**config.mk**
```make
export PLATFORM = sky130hd
export DESIGN_NAME = obtr_top
export DESIGN_NICKNAME = d
export VERILOG_FILES = /design/src/obtr_pkg.sv /design/src/obtr_edge.sv /design/src/obtr_fifo.sv /design/src/obtr_top.sv
export VERILOG_INCLUDE_DIRS = /design/src
export SDC_FILE = /design/constraint.sdc
export NUM_CORES = 1
export LEC_CHECK = 0
export BUFFER_PORTS_ARGS = -buffer_cell sky130_fd_sc_hd__buf_2
export CORE_MARGIN = 2
export CORE_UTILIZATION = 55
export DETAILED_ROUTE_END_ITERATION = 16
export PLACE_DENSITY_LB_ADDON = 0.1
export SYNTH_ARGS = -nofsm -noshare
export SYNTH_HDL_FRONTEND = slang
export SYNTH_SLANG_ARGS = --single-unit
```
**constraint.sdc**
```tcl
create_clock -name clk -period 3.1 [get_ports clk]
set_clock_uncertainty 0.15 [all_clocks]
set_input_delay 0.155 -clock clk [delete_from_list [all_inputs] [get_ports clk]]
set_output_delay 0.155 -clock clk [all_outputs]
set_load 0.05 [all_outputs]
```
**src/obtr_regs.svh**
```systemverilog
// register offsets, field positions and reset values of the transceiver register block
`ifndef OBTR_REGS_SVH
`define OBTR_REGS_SVH

`define OBTR_ADDR_W 4
`define OBTR_OFS_CTRL 4'h0
`define OBTR_OFS_STATUS 4'h4
`define OBTR_OFS_LOG 4'h8

`define OBTR_CTRL_LOG_EN 0
`define OBTR_CTRL_ISOLATE 1
`define OBTR_CTRL_RESET 2'h1

`define OBTR_ST_DRIVE_A 16
`define OBTR_ST_DRIVE_B 17
`define OBTR_ST_LOG_AVAIL 18
`define OBTR_ST_DROP_LSB 24

`define OBTR_LOG_VALID 31
`define OBTR_LOG_DIR 8

`define OBTR_DATA_W 8
`define OBTR_LOG_DEPTH 8

`define OBTR_RESP_OKAY 2'h0
`define OBTR_RESP_SLVERR 2'h2

`endif

```
**src/obtr_pkg.sv**
```systemverilog
// types shared by the transceiver register block
package obtr_pkg;
  typedef enum logic {OBTR_WR_IDLE, OBTR_WR_RESP} obtr_wr_state_t;
  typedef enum logic {OBTR_RD_IDLE, OBTR_RD_DATA} obtr_rd_state_t;
  typedef enum logic {OBTR_DIR_FWD, OBTR_DIR_REV} obtr_dir_t;
endpackage : obtr_pkg

```
**src/obtr_edge.sv**
```systemverilog
// rising-edge detector for a capture clock sampled on the system clock
`timescale 1ns/1ps
module obtr_edge (
  input wire logic clk,
  input wire logic reset,
  input wire logic level,
  output logic rise
);
  logic prev_ff;

  // previous level; it follows the pin through reset too, so a capture clock
  // held high across reset release is not mistaken for a fresh rising edge
  always_ff @(posedge clk) begin
    prev_ff <= level;
  end

  // no edge is reported while reset is asserted
  assign rise = level & ~prev_ff & ~reset;
endmodule : obtr_edge

```
**src/obtr_fifo.sv**
```systemverilog
// small synchronous fifo with valid/ready on both sides
`timescale 1ns/1ps
module obtr_fifo #(
  parameter int WIDTH = 9,
  parameter int DEPTH = 8
) (
  input wire logic clk,
  input wire logic reset,
  input wire logic in_valid,
  output logic in_ready,
  input wire logic [WIDTH-1:0] in_data,
  output logic out_valid,
  input wire logic out_ready,
  output logic [WIDTH-1:0] out_data
);
  localparam int AW = $clog2(DEPTH);

  logic [WIDTH-1:0] mem [DEPTH];
  logic [AW:0] wr_ptr_ff;
  logic [AW:0] rd_ptr_ff;
  logic full;
  logic empty;

  // extra pointer bit tells full from empty when the indexes meet
  assign empty = (wr_ptr_ff == rd_ptr_ff);
  assign full = (wr_ptr_ff[AW] != rd_ptr_ff[AW]) && (wr_ptr_ff[AW-1:0] == rd_ptr_ff[AW-1:0]);
  assign in_ready = ~full;
  assign out_valid = ~empty;
  assign out_data = mem[rd_ptr_ff[AW-1:0]];

  // storage is written only on an accepted push
  always_ff @(posedge clk) begin
    if (in_valid && !full) begin
      mem[wr_ptr_ff[AW-1:0]] <= in_data;
    end
  end

  // pointers
  always_ff @(posedge clk) begin
    if (reset) begin
      wr_ptr_ff <= '0;
      rd_ptr_ff <= '0;
    end else begin
      if (in_valid && !full) begin
        wr_ptr_ff <= wr_ptr_ff + 1'b1;
      end
      if (out_ready && !empty) begin
        rd_ptr_ff <= rd_ptr_ff + 1'b1;
      end
    end
  end
endmodule : obtr_fifo

```
**src/obtr_top.sv**
```systemverilog
// octal bus transceiver with capture registers, capture log and axi4-lite control
// Summary of operation
// rising capture clock loads opposite bus into register
// capture ignores enables and selects entirely
// forward enable drives B, reverse enable_n drives A
// select low passes live bus, high stored word
// forward drive: live A or forward register
// reverse drive: live B or reverse register
// both enables, both selects: drive stored words
// A-to-B drive, both clocks: both registers get A
// B-to-A drive, both clocks: both registers get B
// controller staggers clocks when any select high
// non-inverting bit paths; undriven after reset
//
// The implementer's own choices: the AXI4-Lite register port and the address map.
`timescale 1ns/1ps
`include "obtr_regs.svh"
module obtr_top #(
  parameter int DATA_W = `OBTR_DATA_W,
  parameter int LOG_DEPTH = `OBTR_LOG_DEPTH
) (
  input wire logic clk,
  input wire logic reset,
  input wire logic fwd_capture_clock,
  input wire logic rev_capture_clock,
  input wire logic fwd_source_select,
  input wire logic rev_source_select,
  input wire logic fwd_drive_enable,
  input wire logic rev_drive_enable_n,
  input wire logic [DATA_W-1:0] side_a_bus_in,
  output logic [DATA_W-1:0] side_a_bus_out,
  output logic side_a_bus_oe_n,
  input wire logic [DATA_W-1:0] side_b_bus_in,
  output logic [DATA_W-1:0] side_b_bus_out,
  output logic side_b_bus_oe_n,
  output logic log_ready,
  input wire logic [`OBTR_ADDR_W-1:0] s_axi_awaddr,
  input wire logic s_axi_awvalid,
  output logic s_axi_awready,
  input wire logic [31:0] s_axi_wdata,
  input wire logic [3:0] s_axi_wstrb,
  input wire logic s_axi_wvalid,
  output logic s_axi_wready,
  output logic [1:0] s_axi_bresp,
  output logic s_axi_bvalid,
  input wire logic s_axi_bready,
  input wire logic [`OBTR_ADDR_W-1:0] s_axi_araddr,
  input wire logic s_axi_arvalid,
  output logic s_axi_arready,
  output logic [31:0] s_axi_rdata,
  output logic [1:0] s_axi_rresp,
  output logic s_axi_rvalid,
  input wire logic s_axi_rready
);
  localparam int LOG_W = DATA_W + 1;

  // capture state
  logic [DATA_W-1:0] fwd_word_ff;
  logic [DATA_W-1:0] rev_word_ff;
  logic fwd_rise;
  logic rev_rise;

  // pin drive state
  logic [DATA_W-1:0] a_out_ff;
  logic [DATA_W-1:0] b_out_ff;
  logic a_oe_n_ff;
  logic b_oe_n_ff;
  logic drive_a;
  logic drive_b;
  logic [DATA_W-1:0] nxt_a_out;
  logic [DATA_W-1:0] nxt_b_out;

  // software control and status
  logic [1:0] ctrl_ff;
  logic [7:0] drop_cnt_ff;

  // capture log path
  logic rev_pend_ff;
  logic [DATA_W-1:0] rev_pend_word_ff;
  logic log_in_valid;
  logic log_in_ready;
  logic [LOG_W-1:0] log_in_data;
  logic log_out_valid;
  logic log_out_ready;
  logic [LOG_W-1:0] log_out_data;
  logic log_ready_ff;
  logic drop_now;

  // axi write side
  obtr_pkg::obtr_wr_state_t wr_state_ff;
  logic aw_held_ff;
  logic w_held_ff;
  logic [`OBTR_ADDR_W-1:0] aw_addr_ff;
  logic [31:0] w_data_ff;
  logic [3:0] w_strb_ff;
  logic [1:0] bresp_ff;

  // axi read side
  obtr_pkg::obtr_rd_state_t rd_state_ff;
  logic [31:0] rdata_ff;
  logic [1:0] rresp_ff;
  logic ar_take;
  logic [31:0] nxt_rdata;
  logic [1:0] nxt_rresp;

  // the capture clocks are plain inputs; an edge is a low-to-high step between samples
  obtr_edge u_fwd_edge (
    .clk(clk),
    .reset(reset),
    .level(fwd_capture_clock),
    .rise(fwd_rise)
  );

  obtr_edge u_rev_edge (
    .clk(clk),
    .reset(reset),
    .level(rev_capture_clock),
    .rise(rev_rise)
  );

  // forward register samples the A pins as seen on the wire, whoever drives them
  always_ff @(posedge clk) begin
    if (reset) begin
      fwd_word_ff <= '0;
    end else if (fwd_rise) begin
      fwd_word_ff <= side_a_bus_in;
    end
  end

  // reverse register samples the B pins, including a value this block drives
  always_ff @(posedge clk) begin
    if (reset) begin
      rev_word_ff <= '0;
    end else if (rev_rise) begin
      rev_word_ff <= side_b_bus_in;
    end
  end

  // direction decode; isolate bit lets software park both sides undriven
  assign drive_b = fwd_drive_enable & ~ctrl_ff[`OBTR_CTRL_ISOLATE];
  assign drive_a = ~rev_drive_enable_n & ~ctrl_ff[`OBTR_CTRL_ISOLATE];

  // source select per direction; both drives with both selects high give the stored-word exchange
  always_comb begin
    nxt_b_out = fwd_source_select ? fwd_word_ff : side_a_bus_in;
    nxt_a_out = rev_source_select ? rev_word_ff : side_b_bus_in;
  end

  // pin outputs are registered, so the live path adds one clock of latency;
  // the far side capturing our driven value therefore sees it one clock late
  always_ff @(posedge clk) begin
    if (reset) begin
      b_out_ff <= '0;
      b_oe_n_ff <= 1'b1;
    end else begin
      b_out_ff <= nxt_b_out;
      b_oe_n_ff <= ~drive_b;
    end
  end

  always_ff @(posedge clk) begin
    if (reset) begin
      a_out_ff <= '0;
      a_oe_n_ff <= 1'b1;
    end else begin
      a_out_ff <= nxt_a_out;
      a_oe_n_ff <= ~drive_a;
    end
  end

  assign side_a_bus_out = a_out_ff;
  assign side_a_bus_oe_n = a_oe_n_ff;
  assign side_b_bus_out = b_out_ff;
  assign side_b_bus_oe_n = b_oe_n_ff;

  // log entry: a waiting reverse entry takes the slot first, else a forward capture wins and a simultaneous reverse capture waits one clock
  always_comb begin
    log_in_valid = 1'b0;
    log_in_data = '0;
    if (ctrl_ff[`OBTR_CTRL_LOG_EN]) begin
      if (rev_pend_ff) begin
        log_in_valid = 1'b1;
        log_in_data = {1'b1, rev_pend_word_ff};
      end else if (fwd_rise) begin
        log_in_valid = 1'b1;
        log_in_data = {1'b0, side_a_bus_in};
      end else if (rev_rise) begin
        log_in_valid = 1'b1;
        log_in_data = {1'b1, side_b_bus_in};
      end
    end
  end

  // a reverse capture is deferred when the slot is busy with another entry
  always_ff @(posedge clk) begin
    if (reset) begin
      rev_pend_ff <= 1'b0;
      rev_pend_word_ff <= '0;
    end else if (rev_rise && (fwd_rise || rev_pend_ff) && ctrl_ff[`OBTR_CTRL_LOG_EN]) begin
      rev_pend_ff <= 1'b1;
      rev_pend_word_ff <= side_b_bus_in;
    end else begin
      rev_pend_ff <= 1'b0;
    end
  end

  obtr_fifo #(
    .WIDTH(LOG_W),
    .DEPTH(LOG_DEPTH)
  ) u_log_fifo (
    .clk(clk),
    .reset(reset),
    .in_valid(log_in_valid),
    .in_ready(log_in_ready),
    .in_data(log_in_data),
    .out_valid(log_out_valid),
    .out_ready(log_out_ready),
    .out_data(log_out_data)
  );

  // bus capture cannot be stalled, so a full log loses entries; count them and
  // show back-pressure to the controller so it can hold off its clocks
  assign drop_now = log_in_valid & ~log_in_ready;

  always_ff @(posedge clk) begin
    if (reset) begin
      drop_cnt_ff <= 8'h00;
      log_ready_ff <= 1'b0;
    end else begin
      log_ready_ff <= log_in_ready;
      if (drop_now && drop_cnt_ff != 8'hFF) begin
        drop_cnt_ff <= drop_cnt_ff + 8'h01;
      end
    end
  end

  assign log_ready = log_ready_ff;

  // write channel: address and data taken in either order, answer after both
  always_ff @(posedge clk) begin
    if (reset) begin
      wr_state_ff <= obtr_pkg::OBTR_WR_IDLE;
      aw_held_ff <= 1'b0;
      w_held_ff <= 1'b0;
      aw_addr_ff <= '0;
      w_data_ff <= 32'h0000_0000;
      w_strb_ff <= 4'h0;
      bresp_ff <= `OBTR_RESP_OKAY;
    end else begin
      case (wr_state_ff)
        obtr_pkg::OBTR_WR_IDLE: begin
          if (s_axi_awvalid && !aw_held_ff) begin
            aw_held_ff <= 1'b1;
            aw_addr_ff <= s_axi_awaddr;
          end
          if (s_axi_wvalid && !w_held_ff) begin
            w_held_ff <= 1'b1;
            w_data_ff <= s_axi_wdata;
            w_strb_ff <= s_axi_wstrb;
          end
          if (aw_held_ff && w_held_ff) begin
            wr_state_ff <= obtr_pkg::OBTR_WR_RESP;
            bresp_ff <= (aw_addr_ff == `OBTR_OFS_CTRL) ? `OBTR_RESP_OKAY : `OBTR_RESP_SLVERR;
          end
        end
        obtr_pkg::OBTR_WR_RESP: begin
          if (s_axi_bready) begin
            wr_state_ff <= obtr_pkg::OBTR_WR_IDLE;
            aw_held_ff <= 1'b0;
            w_held_ff <= 1'b0;
          end
        end
        default: begin
          wr_state_ff <= obtr_pkg::OBTR_WR_IDLE;
        end
      endcase
    end
  end

  assign s_axi_awready = (wr_state_ff == obtr_pkg::OBTR_WR_IDLE) & ~aw_held_ff;
  assign s_axi_wready = (wr_state_ff == obtr_pkg::OBTR_WR_IDLE) & ~w_held_ff;
  assign s_axi_bvalid = (wr_state_ff == obtr_pkg::OBTR_WR_RESP);
  assign s_axi_bresp = bresp_ff;

  // control register; only byte lane 0 carries bits
  always_ff @(posedge clk) begin
    if (reset) begin
      ctrl_ff <= `OBTR_CTRL_RESET;
    end else if (wr_state_ff == obtr_pkg::OBTR_WR_IDLE && aw_held_ff && w_held_ff
                 && aw_addr_ff == `OBTR_OFS_CTRL && w_strb_ff[0]) begin
      ctrl_ff <= w_data_ff[1:0];
    end
  end

  // read channel: one request at a time, data one clock after the address
  assign ar_take = (rd_state_ff == obtr_pkg::OBTR_RD_IDLE) & s_axi_arvalid;
  assign log_out_ready = ar_take & (s_axi_araddr == `OBTR_OFS_LOG);

  always_comb begin
    nxt_rdata = 32'h0000_0000;
    nxt_rresp = `OBTR_RESP_OKAY;
    case (s_axi_araddr)
      `OBTR_OFS_CTRL: begin
        nxt_rdata[1:0] = ctrl_ff;
      end
      `OBTR_OFS_STATUS: begin
        nxt_rdata[7:0] = fwd_word_ff;
        nxt_rdata[15:8] = rev_word_ff;
        nxt_rdata[`OBTR_ST_DRIVE_A] = ~a_oe_n_ff;
        nxt_rdata[`OBTR_ST_DRIVE_B] = ~b_oe_n_ff;
        nxt_rdata[`OBTR_ST_LOG_AVAIL] = log_out_valid;
        nxt_rdata[31:`OBTR_ST_DROP_LSB] = drop_cnt_ff;
      end
      `OBTR_OFS_LOG: begin
        nxt_rdata[`OBTR_LOG_VALID] = log_out_valid;
        if (log_out_valid) begin
          nxt_rdata[`OBTR_LOG_DIR:0] = log_out_data;
        end
      end
      default: begin
        nxt_rresp = `OBTR_RESP_SLVERR;
      end
    endcase
  end

  always_ff @(posedge clk) begin
    if (reset) begin
      rd_state_ff <= obtr_pkg::OBTR_RD_IDLE;
      rdata_ff <= 32'h0000_0000;
      rresp_ff <= `OBTR_RESP_OKAY;
    end else begin
      case (rd_state_ff)
        obtr_pkg::OBTR_RD_IDLE: begin
          if (ar_take) begin
            rd_state_ff <= obtr_pkg::OBTR_RD_DATA;
            rdata_ff <= nxt_rdata;
            rresp_ff <= nxt_rresp;
          end
        end
        obtr_pkg::OBTR_RD_DATA: begin
          if (s_axi_rready) begin
            rd_state_ff <= obtr_pkg::OBTR_RD_IDLE;
          end
        end
        default: begin
          rd_state_ff <= obtr_pkg::OBTR_RD_IDLE;
        end
      endcase
    end
  end

  assign s_axi_arready = (rd_state_ff == obtr_pkg::OBTR_RD_IDLE);
  assign s_axi_rvalid = (rd_state_ff == obtr_pkg::OBTR_RD_DATA);
  assign s_axi_rdata = rdata_ff;
  assign s_axi_rresp = rresp_ff;
endmodule : obtr_top

```
After elaboration in Yosys (flattened, before gate mapping)
Memory sizes are Yosys's and may differ from the RTL's. A register that Yosys moved wholly into a read port is not among the register bits.
Index checks and enable logic that the tools add are counted.
Widths: inputs -> output; s select.
- output and inout bits: 60
- input bits: 73
- register bits after elaboration: 106
- memory bits (writable): 72
- memories kept: 1
- word-level logic and storage cells: 125
- memories (name ; depth ; bits a word ; rd ports ; clocked after memory_dff ; write ports ; line ; RTL):
    u_log_fifo.mem ; 8 ; 9 ; 1 ; 1 ; 1 ; obtr_fifo.sv:18 ; logic [WIDTH-1:0] mem [DEPTH];
- multiplexer cells: 34
- eq/ne operators: 9
- $add $sub $neg: 3
- bitwise operators: 26
- reduce and logical (&&, ||, !) cells: 27
- operator list (cell ; count):
    $mux 9 ; 5
    $mux 8 ; 2
    $not 1->1 ; 15
    $mux 1 ; 14
    $pmux 7 s2 ; 1
    $logic_and 1x1->1 ; 13
    $reduce_and 2->1 ; 6
    $and 1x1->1 ; 11
    $mux 10 ; 1
    $pmux 1 s2 ; 5
    $add 4x1->4 const B ; 2
    $add 8x1->8 const B ; 1
    $logic_not 4->1 ; 2
    $ne 8x8->1 const B ; 1
    $mux 7 ; 1
    $mux 3 ; 2
    $ne 2x2->1 const B ; 3
    $pmux 2 s3 ; 1
    $eq 4x3->1 const B ; 1
    $eq 4x4->1 ; 1
    $eq 4x4->1 const B ; 1
    $logic_not 1->1 ; 4
    $mux 2 ; 2
    $eq 3x3->1 ; 1
    3 further kinds ; 3

Longest topological paths before layout
- depth after elaboration: 10
- mapped depth: 7
- depth with buffers taken out: 6

Modules after synthesis
Synthesis repeated with hierarchy kept, for this count alone.
- cell total of the unflattened synthesis: 588
- area, all modules: 7304.5 µm²
- modules (own cells, without submodules) (module ; instances ; sequential area each (µm²) ; area an instance (µm²) ; cells an instance):
    obtr_top ; 1 ; 1881.8 ; 3763.6 ; 395
    obtr_fifo ; 1 ; 2382.3 ; 3475.8 ; 189
    obtr_edge ; 2 ; 20.0 ; 32.5 ; 2

Worst setup path after synthesis
OpenSTA, ideal clock, no wires.
- kind: flip-flop to flip-flop
- start point: reg u_rev_edge.prev_ff
- end point: mem u_log_fifo.mem[0][0] (enable)
- setup time: 399 ps
- stages on the path, launching flop included: 7
- clock period less this slack: 2595 ps
- slack: 505 ps
- buffers on the path: 2
- arrival time: 2046 ps
- required time: 2551 ps
- cells stage by stage: dfxtp_1 > nor2b_1 > buf_2 > o311ai_2 > or2b_1 > clkbuf_1 > nor4_1
- word-level cells in the longest chain between the ends: 10
- RTL lines (item ; line ; RTL):
    start: declaration ; obtr_edge.sv:9 ; logic prev_ff;
    start signal: assignment ; obtr_edge.sv:14 ; prev_ff <= level;
    $not 1->1 ; obtr_edge.sv:18 ; assign rise = level & ~prev_ff & ~reset;
    $and 1x1->1 (2 in series) ; obtr_edge.sv:18 ;
    $mux 1 ; obtr_top.sv:187 ; end else if (rev_rise) begin
    $mux 1 ; obtr_top.sv:184 ; end else if (fwd_rise) begin
    $mux 1 ; obtr_top.sv:181 ; if (rev_pend_ff) begin
    $mux 1 ; obtr_top.sv:180 ; if (ctrl_ff[`OBTR_CTRL_LOG_EN]) begin
    $logic_and 1x1->1 ; obtr_fifo.sv:33 ; if (in_valid && !full) begin
    $mux 1 ; obtr_fifo.sv:33 ;
    $mux 1 (not written as such) ; obtr_fifo.sv:34 ; mem[wr_ptr_ff[AW-1:0]] <= in_data;
    end: declaration ; obtr_fifo.sv:18 ;
No other way between the ends.

Worst setup path in the final report
- start point: in fwd_capture_clock
- end point: mem u_log_fifo.mem[3][8] (enable)
- word-level cells in the longest chain between the ends: 8
- RTL lines (item ; line ; RTL):
    start: declaration ; obtr_top.sv:24 ; input wire logic fwd_capture_clock,
    $and 1x1->1 (2 in series) ; obtr_edge.sv:18 ;
    $mux 1 ; obtr_top.sv:184 ;
    $mux 1 ; obtr_top.sv:181 ;
    $mux 1 ; obtr_top.sv:180 ;
    $logic_and 1x1->1 ; obtr_fifo.sv:33 ;
    $mux 1 ; obtr_fifo.sv:33 ;
    $mux 1 (not written as such) ; obtr_fifo.sv:34 ;
No other way between the ends.

==> metrics.yaml <==
numCtsBuffers: 17
yosysTopAreaCell: "edfxtp_1"
p_sw_mw: 1.136
met3_length_um: 871
switching_share_pct: 22.57
grt_pass1_wl_um: 23970
overflow: 0
hold_buffers: 40
hold_path_class: "primary input to flop"
power.density_mw_per_mm2: 584.3
min_period_ps: 2437
intPower_mw: 3.896
cts_tree: "yes"
drive_gt1_share_pct: 23.22
die_w_um: 117.1
die-height_um: 117.1
design.die.area_mm2: 0.01370
ctsHtreeMaxLevel: 4
rsz0062_at_grt: "no"
p_leak_nw: 3.384
final_common_cell: "dfxtp_1"
worstSkewPairLatency_ps: 420
m1WireLength_um: 6504
setup_viol: 0
pwr-share-comb_pct: 8.2
highest-signal-layer: "met4"
core_mm2: 0.01257
clock_power_share_pct: 41.5
min_period_over_period_pct: 78.63
cts_max_path_buffers: 2
dpl_cell_area_mm2: 0.007636
postCtsSetupBuffers: 0
fin_nets: 795
gp_congestion: 0.8158
ys_ff_latch: 179
synth_top_area_share_pct: 30.75
irDropWorstVdd_uv: 320.9
drc: 0
num_rows: 41
synthArstFlopShare_pct: 0
pwr-share-seq_pct: 50.4
fin_tns_setup_ps: 0
worst_pin_slew_ps: 1173
drt_iter0_drc: 364
avgViaCountPerCell: 5.450
crit_arrival_ps: 2450
slew_viol_final: 0
drt-pass1-iter-count: 5
grt_usage_pct: 23.44
grt_pass1_vias: 4789
clock_sinks: 179
dp_hpwl_um: 10040
cp.required_ps: 3120
io_pins: 133
ys_warn_count: 0
seq_area_frac_synth_pct: 61.22
ys_types: 48
synth_area_mm2: 0.007030
root_buffer: "clkbuf_16"
vias: 4927
antenna-diode-count: 0
start_kind: "primary input"
critPathMaxFanout: 11
area_growth_pct: 22.50
yosys_most_used_dff: "dfxtp_1"
routed_wirelength_um: 15150
cap_violations: 0
final_hold_viol_count: 0
grt_max_degree: 66
clkTransAtPathRegs_ps: 70
status: "finished, final reports clean"
end_kind: "flop"
dpl.cell_count: 832
critical_path_class: "primary input to flop"
syn_inst: 591
start_util_pct: 55.94
finalWorstSetupSlack_ps: 662.6
wl_per_cell_um: 16.75
antenna_found_initial: 0
max_freq_ghz: 0.4103
syn_area_per_cell_um2: 11.90
layout.cells.non_filler: 904
synth.area.top_cells: "edfxtp_1 (31%), dfxtp_1 (30%), mux4_2 (5.8%), mux2i_1 (5.0%), nor2_1 (4.7%)"
dp_slack_ps: 777.2
design_area_mm2: 0.008612
wl_met2_um: 7568
slew_headroom_pct: 21.63
cts_resized: 0
portBuffers: 92
final_cell_mix: "dfxtp_1 (107), buf_2 (91), nor2_1 (88), edfxtp_1 (72), nand2_1 (53)"
postRouteAntennaNets: 0
synth_edf_count: 72
## through the flow
stage               total power, mW  hold WS, ps  util, %
floorplan                     2.854        32.72        -
global placement              2.944        132.7    60.76
detailed placement            2.953        137.8    60.76
CTS                           5.072        1.536    68.52
global route                  5.220        46.64    68.52
finish                        5.032        18.52    68.52
## worst paths after layout
check | from | endpoint | slack, ps | cells after the start
max | fwd_capture_clock | u_log_fifo.mem[3][8] | 660 | 8
min | fwd_source_select | side_b_bus_out[3] | 20 | 3
max reg2reg | rev_pend_ff | u_log_fifo.mem[0][8] | 700 | 5
min reg2reg | rev_word_ff[1] | rev_word_ff[1] | 320 | 2
## state kept, by name, summed over array words and instances (netlist names), 8 cells and up, named ones only
name / count
drop_cnt_ff: 8
fwd_word_ff: 8
rev_pend_word_ff: 8
rev_word_ff: 8
s_axi_rdata: 27
side_a_bus_out: 8
side_b_bus_out: 8
u_log_fifo.mem: 72
## cell usage after synthesis, types with 14 or more instances
library cell  instances
a21oi_1              26
a22oi_1              22
clkbuf_1             26
dfxtp_1             107
edfxtp_1             72
mux2i_1              35
mux4_2               18
nand2_1              53
nand3_1              17
nor2_1               88
nor2b_1              16
nor3_1               14
## area by class of cell
type / count / area, um2
clock buffer: 20 / 436.7
clock inverter: 12 / 138.9
fill: 938 / 3956
inverter: 5 / 18.77
multi-input combinational: 369 / 2522
sequential: 179 / 4304
tap: 172 / 215.2
timing repair buffer: 147 / 975.9
## worst max-delay path, stage by stage
cell and delay, ps:
dlygate4sd3_1 550, buf_2 140, nor2b_1 120, buf_4 170, o311ai_2 680, or2b_1 330, nor3_1 80, buf_4 210
## cells by family after synthesis
group                      Yosys count  synth area share [%]
and+or+nand+nor                    216                 14.06
DFF                                179                 61.22
AOI/OAI and AO/OA                   67                 6.567
muxes                               62                 12.19
buffers and inverters               49                 3.310
xor gates and xnor gates            14                 2.065
adders and majority gates            3                0.5340
other                                1               0.05334
## power by group through the flow
stage                     Clock (mW)  Sequential, mW  Combinational (mW)
after floorplan                    0            2.64               0.212
after CTS                       2.13            2.53               0.410
final                           2.09            2.53               0.410
after detailed placement           0            2.59               0.368
after global placement             0            2.58               0.361
after global routing            2.24            2.54               0.446
## per-layer routing
layer | global-route usage, % | vias up
li1 | - | 2366
met1 | 31.52 | 2386
met2 | 38.38 | 158
met3 | 4.325 | 17
met4 | 8.706 | 0
met5 | 0 | -
No activity file was read; power rests on OpenSTA's default activity.
